### src/pkg/fpe_pkg.sv
// package for the flash program/erase sequencer control block
// Notes on behaviour
// - routines land in RAM at the download target address register value.
// - user boot mode allows main array changes only; boot array is locked.
// - after reset in user boot mode a check runs; no interrupt accepted.
// - after the check, boot vector is used and array select reads AA.
// - user boot mode maps boot array; main array only mapped for changes.
// - during an array switch accesses stall and vectors are undefined.
// - array select write switches the mapped array; set it from on-chip RAM.
// - flash readable during and after download; blocked while a run is active.
// - after program/erase, flash reads blocked until key register cleared.
// - program data pointer inside flash makes the program routine fail.
// - user boot mode is chosen at reset by its own mode pin setting.
package fpe_pkg;
   // register offsets
   localparam logic [3:0] OFS_KEY = 4'h0;
   localparam logic [3:0] OFS_SEL = 4'h1;
   localparam logic [3:0] OFS_TGT = 4'h2;
   localparam logic [3:0] OFS_CCS = 4'h3;
   localparam logic [3:0] OFS_STAT = 4'h4;
   localparam logic [3:0] OFS_PDP = 4'h5;
   localparam logic [3:0] OFS_RET = 4'h6;
   // key and select values
   localparam logic [7:0] KEY_PE = 8'h5A;
   localparam logic [7:0] KEY_DL = 8'hA5;
   localparam logic [7:0] SEL_BOOT = 8'hAA;
   localparam logic [7:0] SEL_MAIN = 8'h00;
   localparam logic [7:0] TGT_RST = 8'h00;
   // entry offsets within a downloaded routine
   localparam logic [7:0] ENTRY_RUN = 8'h10;
   localparam logic [7:0] ENTRY_INIT = 8'h20;
   localparam logic [7:0] ROUTINE_STACK = 8'h80;
   // return codes
   localparam logic [7:0] RET_OK = 8'h00;
   localparam logic [7:0] RET_ERR_PTR = 8'h01;
   localparam logic [7:0] RET_ERR_KEY = 8'h02;
   localparam logic [7:0] RET_ERR_MAT = 8'h04;
   // status / control bit positions
   localparam int CCS_TRIG = 0;
   localparam int CCS_GO = 1;
   localparam int CCS_ERASE = 2;
   localparam int CCS_BOOTMAT = 3;
   localparam int ST_BUSY = 0;
   localparam int ST_BLOCK = 1;
   localparam int ST_DLDONE = 2;
   localparam int ST_SWITCH = 3;
   localparam int ST_CHECK = 4;
   localparam int ST_UBOOT = 5;
   localparam int ST_RESLONG = 6;
   // mode pin encodings
   localparam logic [1:0] MODE_USER_PROG = 2'h0;
   localparam logic [1:0] MODE_USER_BOOT = 2'h1;
   localparam logic [1:0] MODE_SERIAL_BOOT = 2'h2;
   localparam logic [1:0] MODE_PROGRAMMER = 2'h3;
   // timing
   localparam int CLK_MHZ = 100;
   localparam int RES_LONG_US = 100;
   localparam int RES_LONG_CYC = RES_LONG_US * CLK_MHZ;
   localparam int CHECK_CYC = 16;
   localparam int SWITCH_CYC = 4;
   localparam int DL_CYC = 8;
   localparam int OP_CYC = 32;
   typedef enum logic [2:0] {
      FPE_CHECK = 3'b000,
      FPE_IDLE = 3'b001,
      FPE_DOWNLOAD = 3'b010,
      FPE_SWITCH = 3'b011,
      FPE_RUN = 3'b100,
      FPE_DONE = 3'b101
   } fpe_state_t;
   // register port request
   typedef struct packed {
      logic [3:0] addr;
      logic [7:0] wdata;
      logic wr;
      logic rd;
   } fpe_req_t;
   typedef struct packed {
      fpe_state_t st;
      logic [15:0] cnt;
      logic [7:0] key;
      logic [7:0] sel;
      logic [7:0] tgt;
      logic [7:0] pdp;
      logic [7:0] ret;
      logic erase;
      logic dl_done;
      logic block;
      logic uboot;
      logic irq_hold;
      logic [1:0] mode_s1;
      logic [1:0] mode_s2;
      logic strap_done;
      logic [7:0] rdata;
      logic [15:0] rcnt;
      logic res_long;
   } fpe_regs_t;
endpackage

### src/rtl/fpe_ctrl.sv
// flash program/erase sequencer control with user boot support
`timescale 1ns/1ns
`default_nettype none
module fpe_ctrl (
   // clock and reset
   input wire logic clk,
   input wire logic rst,
   // mode pins seen at release, reset pin level counted while low
   input wire logic [1:0] mode_pins,
   input wire logic chip_init_pin_n,
   // register port
   input wire logic [3:0] addr,
   input wire logic [7:0] wdata,
   input wire logic wr,
   input wire logic rd,
   output logic [7:0] rdata,
   // flash / cpu side
   input wire logic irq_req,
   output logic irq_accept,
   output logic flash_read_ok,
   output logic map_boot,
   output logic [7:0] ram_load_addr,
   output logic pe_busy
);
   fpe_pkg::fpe_regs_t q, next_q;
   logic ubm;
   logic [1:0] pin_s1, pin_s2;
   logic resn_s1, resn_s2;

   // pins pass two flops before use
   always_ff @(posedge clk or posedge rst) begin
      if (rst) begin
         pin_s1 <= 2'h0;
         pin_s2 <= 2'h0;
         resn_s1 <= 1'b1;
         resn_s2 <= 1'b1;
      end else begin
         pin_s1 <= mode_pins;
         pin_s2 <= pin_s1;
         resn_s1 <= chip_init_pin_n;
         resn_s2 <= resn_s1;
      end
   end

   function automatic logic hit(input logic [3:0] a, input logic [3:0] o);
      hit = (a == o);
   endfunction

   assign ubm = q.uboot;

   always_comb begin
      next_q = q;
      next_q.mode_s1 = pin_s2;
      next_q.mode_s2 = q.mode_s1;
      next_q.rdata = 8'h00;
      // strap caught once the pins have crossed both flops after release;
      // before that the synchroniser still shows its reset value
      if (!q.strap_done && q.st == fpe_pkg::FPE_CHECK &&
          q.cnt == 16'h0002) begin
         next_q.strap_done = 1'b1;
         next_q.uboot = (pin_s2 == fpe_pkg::MODE_USER_BOOT);
      end
      // long reset measure: counts cycles of the pin held low, sticky
      if (resn_s2)
         next_q.rcnt = 16'h0000;
      else if (q.rcnt != 16'hFFFF)
         next_q.rcnt = q.rcnt + 16'h0001;
      if (q.rcnt >= 16'(fpe_pkg::RES_LONG_CYC))
         next_q.res_long = 1'b1;
      // hold interrupts during the check, serve afterwards
      if (irq_req && q.st == fpe_pkg::FPE_CHECK)
         next_q.irq_hold = 1'b1;
      else if (q.st != fpe_pkg::FPE_CHECK)
         next_q.irq_hold = 1'b0;
      if (rd) begin
         unique case (addr)
            fpe_pkg::OFS_KEY: next_q.rdata = q.key;
            fpe_pkg::OFS_SEL: next_q.rdata = q.sel;
            fpe_pkg::OFS_TGT: next_q.rdata = q.tgt;
            fpe_pkg::OFS_PDP: next_q.rdata = q.pdp;
            fpe_pkg::OFS_RET: next_q.rdata = q.ret;
            fpe_pkg::OFS_STAT: next_q.rdata = {1'b0, q.res_long, q.uboot,
               q.st == fpe_pkg::FPE_CHECK, q.st == fpe_pkg::FPE_SWITCH,
               q.dl_done, q.block, q.st == fpe_pkg::FPE_RUN};
            default: next_q.rdata = 8'h00;
         endcase
      end
      unique case (q.st)
         fpe_pkg::FPE_CHECK: begin
            // built-in check of both arrays; no interrupts taken
            next_q.cnt = q.cnt + 16'h0001;
            if (q.cnt == 16'(fpe_pkg::CHECK_CYC - 1)) begin
               next_q.st = fpe_pkg::FPE_IDLE;
               next_q.cnt = 16'h0000;
               if (q.uboot)
                  next_q.sel = fpe_pkg::SEL_BOOT;
            end
         end
         fpe_pkg::FPE_IDLE: begin
            if (wr) begin
               unique case (addr)
                  fpe_pkg::OFS_KEY: begin
                     next_q.key = wdata;
                     if (wdata == 8'h00)
                        next_q.block = 1'b0;
                  end
                  fpe_pkg::OFS_SEL: begin
                     // a select write of a new value in user boot mode starts a switch; accesses stall
                     if (q.uboot && wdata != q.sel) begin
                        next_q.sel = wdata;
                        next_q.st = fpe_pkg::FPE_SWITCH;
                        next_q.cnt = 16'h0000;
                     end
                  end
                  fpe_pkg::OFS_TGT: next_q.tgt = wdata;
                  fpe_pkg::OFS_PDP: next_q.pdp = wdata;
                  fpe_pkg::OFS_CCS: begin
                     next_q.erase = wdata[fpe_pkg::CCS_ERASE];
                     if (wdata[fpe_pkg::CCS_TRIG]) begin
                        // download swaps in the routine store
                        next_q.st = fpe_pkg::FPE_DOWNLOAD;
                        next_q.cnt = 16'h0000;
                        next_q.dl_done = 1'b0;
                     end else if (wdata[fpe_pkg::CCS_GO]) begin
                        if (q.key != fpe_pkg::KEY_PE)
                           next_q.ret = fpe_pkg::RET_ERR_KEY;
                        else if (q.uboot && q.sel == fpe_pkg::SEL_BOOT)
                           next_q.ret = fpe_pkg::RET_ERR_MAT;
                        else if (!wdata[fpe_pkg::CCS_ERASE]
                                 && q.pdp[7])
                           next_q.ret = fpe_pkg::RET_ERR_PTR;
                        else begin
                           next_q.st = fpe_pkg::FPE_RUN;
                           next_q.cnt = 16'h0000;
                        end
                     end
                  end
                  default: ;
               endcase
            end
         end
         fpe_pkg::FPE_DOWNLOAD: begin
            next_q.cnt = q.cnt + 16'h0001;
            if (q.cnt == 16'(fpe_pkg::DL_CYC - 1)) begin
               next_q.st = fpe_pkg::FPE_IDLE;
               next_q.dl_done = 1'b1;
            end
         end
         fpe_pkg::FPE_SWITCH: begin
            next_q.cnt = q.cnt + 16'h0001;
            if (q.cnt == 16'(fpe_pkg::SWITCH_CYC - 1))
               next_q.st = fpe_pkg::FPE_IDLE;
         end
         fpe_pkg::FPE_RUN: begin
            next_q.cnt = q.cnt + 16'h0001;
            if (q.cnt == 16'(fpe_pkg::OP_CYC - 1)) begin
               next_q.st = fpe_pkg::FPE_DONE;
               next_q.ret = fpe_pkg::RET_OK;
            end
         end
         fpe_pkg::FPE_DONE: begin
            next_q.block = 1'b1;
            next_q.st = fpe_pkg::FPE_IDLE;
         end
         default: next_q.st = fpe_pkg::FPE_IDLE;
      endcase
   end

   always_ff @(posedge clk or posedge rst) begin
      if (rst) begin
         q <= '0;
         q.st <= fpe_pkg::FPE_CHECK;
         q.sel <= fpe_pkg::SEL_MAIN;
         q.tgt <= fpe_pkg::TGT_RST;
      end else begin
         q <= next_q;
      end
   end

   // flash readable except while checking, busy, switching or blocked
   assign flash_read_ok = !(q.st == fpe_pkg::FPE_RUN ||
      q.st == fpe_pkg::FPE_SWITCH || q.st == fpe_pkg::FPE_CHECK ||
      q.block);
   // boot array mapped in user boot mode only while select holds the boot value AA
   assign map_boot = ubm && q.sel == fpe_pkg::SEL_BOOT;
   assign irq_accept = (q.st != fpe_pkg::FPE_CHECK) &&
      (q.st != fpe_pkg::FPE_SWITCH) && (q.irq_hold || irq_req);
   assign ram_load_addr = q.tgt;
   assign pe_busy = (q.st == fpe_pkg::FPE_RUN);
   assign rdata = q.rdata;

   property p_nocheckirq;
      @(posedge clk) disable iff (rst)
      q.st == fpe_pkg::FPE_CHECK |-> !irq_accept;
   endproperty
   a_nocheckirq: assert property (p_nocheckirq)
      else $error("irq in check");

   property p_bootsel;
      @(posedge clk) disable iff (rst)
      (q.st == fpe_pkg::FPE_CHECK && next_q.st == fpe_pkg::FPE_IDLE &&
       q.uboot)
         |=> q.sel == fpe_pkg::SEL_BOOT;
   endproperty
   a_bootsel: assert property (p_bootsel) else $error("boot sel");

   property p_runblock;
      @(posedge clk) disable iff (rst)
      pe_busy |-> !flash_read_ok;
   endproperty
   a_runblock: assert property (p_runblock)
      else $error("read in run");

   property p_doneblock;
      @(posedge clk) disable iff (rst)
      q.st == fpe_pkg::FPE_DONE |=> !flash_read_ok;
   endproperty
   a_doneblock: assert property (p_doneblock)
      else $error("no block");

   property p_runlen;
      @(posedge clk) disable iff (rst)
      $rose(pe_busy) |-> pe_busy [*8];
   endproperty
   a_runlen: assert property (p_runlen) else $error("run short");

   property p_dl;
      @(posedge clk) disable iff (rst)
      q.st == fpe_pkg::FPE_DOWNLOAD |-> ##[1:8] q.dl_done;
   endproperty
   a_dl: assert property (p_dl) else $error("download stuck");

   property p_switch;
      @(posedge clk) disable iff (rst)
      $rose(q.st == fpe_pkg::FPE_SWITCH) |-> !flash_read_ok [*4];
   endproperty
   a_switch: assert property (p_switch)
      else $error("switch access");

   property p_bootlock;
      @(posedge clk) disable iff (rst)
      map_boot |-> !(next_q.st == fpe_pkg::FPE_RUN);
   endproperty
   a_bootlock: assert property (p_bootlock)
      else $error("boot altered");

   property p_ptr;
      @(posedge clk) disable iff (rst)
      (q.st == fpe_pkg::FPE_IDLE && wr && addr == fpe_pkg::OFS_CCS &&
       wdata[fpe_pkg::CCS_GO] && !wdata[fpe_pkg::CCS_TRIG] &&
       !wdata[fpe_pkg::CCS_ERASE] && q.pdp[7]) |=> !pe_busy;
   endproperty
   a_ptr: assert property (p_ptr) else $error("ptr err");

   c_run: cover property (@(posedge clk) $rose(pe_busy));
   c_dl: cover property (@(posedge clk) $rose(q.dl_done));
   c_sw: cover property (@(posedge clk) $rose(q.st == fpe_pkg::FPE_SWITCH));
endmodule
`default_nettype wire

### config.mk
export PLATFORM = sky130hd
export DESIGN_NAME = fpe_ctrl
export DESIGN_NICKNAME = d
export VERILOG_FILES = /design/src/pkg/fpe_pkg.sv /design/src/rtl/fpe_ctrl.sv
export SDC_FILE = /design/constraint.sdc
export NUM_CORES = 1
export LEC_CHECK = 0
export BUFFER_PORTS_ARGS = -buffer_cell sky130_fd_sc_hd__buf_4
export CAP_MARGIN = 5
export CORE_MARGIN = 2
export CORE_UTILIZATION = 30
export DETAILED_ROUTE_END_ITERATION = 16
export GPL_TIMING_DRIVEN = 0
export MAX_ROUTING_LAYER = met4
export SETUP_SLACK_MARGIN = 0.1
export SLEW_MARGIN = 20
export SYNTH_ARGS = -nofsm -noshare
export SYNTH_HDL_FRONTEND = slang
export SYNTH_SLANG_ARGS = --single-unit
### constraint.sdc
create_clock -name clk -period 4.04 [get_ports clk]
set_input_delay 0.808 -clock clk [delete_from_list [all_inputs] [get_ports clk]]
set_output_delay 0.808 -clock clk [all_outputs]
set_load 0.01 [all_outputs]
==> results of run 1 <==
## how the worst min path moves through the flow
stage | from | to | cells past startpoint
3_5_place_dp | pin_s1[1] | pin_s2[1] | 0
4_1_cts | pin_s1[1] | pin_s2[1] | 0
2_1_floorplan | pin_s1[0] | pin_s2[0] | 0
6_report | pin_s1[1] | pin_s2[1] | 0
3_3_place_gp | pin_s1[1] | pin_s2[1] | 0
5_1_grt | resn_s1 | resn_s2 | 0
## sequential cells by signal, indices dropped and copies added, names as in the netlist
name / flops
pin_s1: 2
resn_s1: 1
resn_s2: 1
pin_s2: 2
q: 67
ram_load_addr: 8
rdata: 8
ubm: 1
## per-layer routing
layer  global-route usage  wire, µm
met1                0.177      5340
met2                0.224      5360
met3               0.0359       607
met4               0.0525       258
met5                    -         0
## worst register-to-register path: cells and delay by family (launching register included)
| family | cells | cell delay (ps) |
|---|---|---|
| AOI/OAI and AO/OA | 4 | 870 |
| and+or+nand+nor | 2 | 910 |
| buffers and inverters | 1 | 300 |
| DFF | 1 | 430 |
## placed cells by master (no fill, tap or decap), types with 7 or more instances in the layout
cell / netlist / layout
nand4_1: 8 / 8
a21oi_1: 25 / 25
a211oi_1: 11 / 11
nor2_1: 49 / 49
nand2_1: 40 / 40
xnor2_1: 7 / 7
xor2_1: 15 / 15
mux2i_1: 13 / 13
clkbuf_16: 0 / 9
dfrtp_1: 88 / 88
nor3_1: 10 / 10
clkbuf_1: 7 / 8
nand3_1: 14 / 14
buf_2: 9 / 9
o21ai_0: 28 / 28
inv_1: 20 / 19
mux2_2: 27 / 27
nor4_1: 12 / 12
buf_4: 17 / 54
nand2b_1: 8 / 8
and3_1: 8 / 8
## report_power, final
group          leakage [nW]  internal, mW  switching, mW
sequential             1.18          1.10          0.171
combinational          1.20         0.527          0.608
clock                 0.142         0.499          0.349
total                  2.52          2.13           1.13
## layout make-up
| cell class | count | area, µm² |
|---|---|---|
| Inverter | 20 | 77.6 |
| Tap cell | 216 | 270 |
| Timing Repair Buffer | 38 | 305 |
| Clock buffer | 11 | 243 |
| Multi-Input combinational cell | 348 | 2330 |
| Sequential cell | 90 | 2250 |
| Clock inverter | 5 | 62.6 |
| Fill cell | 1604 | 10100 |
| Buffer | 37 | 231 |
## cells by family (layout without fill, tap and decap cells)
family                     after synthesis  count (layout)  synth area share
and+or+nand+nor                        175             175             0.183
muxes                                   41              41            0.0910
buffers and inverters                   57             111            0.0626
adders and majority gates                4               4            0.0102
AOI/OAI and AO/OA                      106             106             0.153
DFF                                     90              90             0.461
xor gates and xnor gates                22              22            0.0394
## stage by stage
stage / setup WS, ps / TNS, ps / hold slack, ps
after detailed placement: 1170 / 0 / 341
after CTS: 1460 / 0 / 356
after floorplan: 900 / 0 / 331
after global placement: -223 / -19060 / 336
final: 1410 / 0 / 352
after global routing: 1310 / 0 / 362
==> impl_metrics.toml, run 1 <==
[status]
outcome = "finished clean"

[floorplanning]
rows = 46
dieArea_mm2 = 0.0173
initial_utilization = 0.308
core_mm2 = 0.0159
fp.dieW_um = 132
ios = 40
die_y_um = 132

[global_routing]
grt_pass1_wl_um = 19500
overflow = 0
grt_util_all_layers = 0.142
grt_max_degree = 54
grt_pass1_vias = 3812
antenna_found_initial = 0

[finish]
n_antenna_cell = 0
final_layout_size_suffix_gt1_frac = 0.239
fin_nets = 568
fin_cells = 765
final_core_util = 0.364
post-route-cell-area_mm2 = 0.00578
areaGrowthSynthToFinish_pct = 18.1

[pwr]
power_mw = 3.26
leakagePower_nw = 2.52
ir_drop_mv = 0.243
p_per_area_mw_per_mm2 = 564

[synthesis]
ys_ff_latch = 90
yosys_warnings = 0
syn_area_mm2 = 0.00489
ys_seq_area_frac = 0.461
synth_nets = 519
synthTopCellsByCount = "dfrtp_1, nor2_1, nand2_1, o21ai_0, mux2_2"
dominantRegCellSynth = "dfrtp_1"
synth_cells = 495
synth_edf_count = 0
ys_types = 66
synthArstFlopShare = 1.00
synth.largest_area_cell = "dfrtp_1"
avgSynthCellArea_um2 = 9.89
ys_top_cells_by_area = "dfrtp_1, mux2_2, nor2_1"
synth_most_common_cell = "dfrtp_1"
netlist.area_leader.share = 0.450

[worst_setup_path]
r2r_slack_ps = 1410
crit_start = "q[84]"
crit_path_max_fanout = 10
critPathSlowestCell = "nor4_1"
crit_chain = "nor4_1 -> nand4_1 -> a21oi_1 -> buf_2 -> a21oi_1 -> o21ai_0 -> o21ai_2"
end_kind = "flip-flop"
path_buf_inv = 1
max_stage_delay_ps = 590
ff2ff_path_depth = 7
crit_family = "simple AND/OR/NAND/NOR gates"
startpoint_type = "flip-flop"
critPathRequiredTime_ps = 4260
crit_top_cell = "a21oi_1"
r2r_end = "q[80]"
reg2reg_from = "q[84]"
worstPathArrival_ps = 2850
critical_path_class = "reg -> reg"
crit_end = "q[80]"
worst-path-stages = 7

[drt]
dr.pass1.iters = 5
wl_per_cell_um = 15.1
vias = 3848
routed_wl_um = 11600
drt_first_iter_violations = 297
viasPerCell = 5.03
drc_errors = 0
ant_nets = 0

[hold_path]
hold_path.class = "reg -> reg"

[timing]
finClkSkew_ps = 9.73
relSlewSlack = 0.588
worst_slew_pin_slew_ps = 613
clock.fmax_ghz = 0.381
setup_viol = 0
slew_violations = 0
fin_crit_ps = 2630
hold_viol = 0
rsz0062_at_grt = "false"
period_share = 0.650

[clock_network]
cts_root_buf = "clkbuf_16"
cts_hold_buf = 0
cts_resized = 0
cts_tree = "done"
numCtsBuffers = 9
cts_max_level = 3
cts_max_path_buffers = 2
post-cts-setup-buffers = 0
clkLatencyLatePin_ps = 350
path_clk_slew_ps = 60
clock-sinks = 90

[placed_design]
port_buffers = 37
dpl_cell_area_mm2 = 0.00547
numPlacedInstances = 749
gp_congestion = 0.872
dp_hpwl_um = 8650

[run]
maxCapViolCount = 0
No activity file was read; power rests on OpenSTA's default activity.
==> run 2: changes to the inputs <==
- ABC_AREA: not set -> 1
- clock period: 4.04 -> 2.6 ns (I/O delays scaled with it)
==> impl_metrics.toml, run 2 <==
[timing]
setup_tns_ps = 0
period_share = 0.916
clock.fmax_ghz = 0.420
setup_viol = 0
slew_violations = 0
whs_ps = 169
finClkSkew_ps = 10.4
relSlewSlack = 0.631
rsz0062_at_grt = "false"
hold_viol = 0
worst_slew_pin_slew_ps = 553
fin_crit_ps = 2380

[worst_setup_path]
crit_chain = "inv_1 -> nor3_1 -> nor3b_1 -> buf_4"
r2r_end = "q[59]"
critPathRequiredTime_ps = 2080
worstPathArrival_ps = 1860
critical_path_class = "reg -> out"
startpoint_type = "flip-flop"
crit_path_max_fanout = 4
r2r_slack_ps = 570
ff2ff_path_depth = 9
end_kind = "primary output"
critPathSlowestCell = "nor3b_1"
reg2reg_from = "q[75]"
max_stage_delay_ps = 520

[global_routing]
grt_pass1_vias = 4476
antenna_found_initial = 0
grt_pass1_wl_um = 22600
grt_util_all_layers = 0.160
grt_max_degree = 32
overflow = 0

[synthesis]
ys_top_cells_by_area = "dfrtp_1, nand2_1, inv_1"
synth_nets = 727
syn_area_mm2 = 0.00519
yosys_warnings = 0
dominantRegCellSynth = "dfrtp_1"
synthTopCellsByCount = "nand2_1, dfrtp_1, inv_1, nor2_1, nand3_1"
synth.largest_area_cell = "dfrtp_1"
synth_cells = 703
synth_edf_count = 0
synth_most_common_cell = "nand2_1"
ys_types = 40
netlist.area_leader.share = 0.424
ys_ff_latch = 90
ys_seq_area_frac = 0.434
avgSynthCellArea_um2 = 7.39
synthArstFlopShare = 1.00

[finish]
fin_cells = 986
n_antenna_cell = 0
final_common_cell = "nand2_1"
fin_nets = 780
largest_register_ffs = 67
final_cell_mix = "nand2_1, dfrtp_1, inv_1"
final_core_util = 0.359
areaGrowthSynthToFinish_pct = 18.3
largest-register = "q"
final_layout_size_suffix_gt1_frac = 0.139

[drt]
drt_first_iter_violations = 419
wl_per_cell_um = 13.7
drc_errors = 0
ant_nets = 0
vias = 4729
viasPerCell = 4.80
routed_wl_um = 13500
dr.pass1.iters = 5

[pwr]
leakagePower_nw = 2.95
p_per_area_mw_per_mm2 = 830
ir_drop_mv = 0.399

[floorplanning]
initial_utilization = 0.303
dieArea_mm2 = 0.0184
die_y_um = 136
ios = 40
core_mm2 = 0.0171
fp.dieW_um = 136
rows = 48

[clock_network]
cts_root_buf = "clkbuf_16"
clock-sinks = 90
path_clk_slew_ps = 70
clkLatencyLatePin_ps = 360
cts_hold_buf = 0
cts_max_path_buffers = 2
numCtsBuffers = 9
cts_resized = 0
cts_tree = "done"
cts_max_level = 3
post-cts-setup-buffers = 0

[run]
maxCapViolCount = 0

[placed_design]
port_buffers = 39
numPlacedInstances = 970
gp_congestion = 0.898
dp_hpwl_um = 10200

[status]
outcome = "finished clean"

[hold_path]
hold_path.class = "in -> async"
run 2: critical path: cells and delay by family, from the launching register on:
kind          cells  cell delay (ps)
simple gates      2              790
buf+inv           2              290
flops             1              410
run 2: through the flow:
step / worst slack [ps] / area [µm²] / power (mW)
CTS: 285 / 6140 / 5.14
detailed placement: 497 / 5840 / 3.77
floorplan: 911 / 5200 / 3.18
finish: 219 / 6140 / 5.10
global route: 182 / 6140 / 5.47
global placement: 294 / 5770 / 3.73
run 2: area by class of cell:
class                      instances  area, µm²
tap                              225        282
clock inverter                     5       61.3
fill                            1823      11000
timing repair buffer              42        360
inverter                          92        349
buffer                            29        203
multi-input combinational        492       2390
sequential                        90       2250
clock buffer                      11        243
run 2: cells by family after synthesis:
| kind of cell | count (synthesis) | share of synthesized area |
|---|---|---|
| AND/OR/NAND/NOR | 373 | 0.320 |
| adder cells (fa/ha/maj) | 4 | 0.00964 |
| flip-flops | 90 | 0.434 |
| XOR/XNOR | 13 | 0.0219 |
| AO/OA/AOI/OAI | 102 | 0.109 |
| buffers and inverters | 121 | 0.106 |
run 2: metal layers:
metal / global-route usage / part of all wire / vias to the layer above
met5: - / 0 / -
met4: 0.0463 / 0.012 / 0
met3: 0.0355 / 0.040 / 13
met2: 0.241 / 0.45 / 97
met1: 0.216 / 0.50 / 2218
li1: - / - / 2401
run 2: worst max path at each step:
stage	start	endpoint	cells after the start
3_5_place_dp	addr[2]	q[76]	12
6_report	q[64]	map_boot	4
2_1_floorplan	addr[2]	q[81]	11
4_1_cts	q[64]	map_boot	4
5_1_grt	q[91]	irq_accept	7
3_3_place_gp	rst	q[80]	2
run 2: where the power goes:
| part | switching (mW) | internal, mW | leakage [nW] |
|---|---|---|---|
| Combinational | 1.06 | 0.691 | 1.63 |
| Sequential | 0.268 | 1.73 | 1.17 |
| Clock | 0.572 | 0.777 | 0.150 |
| Total | 1.90 | 3.20 | 2.95 |
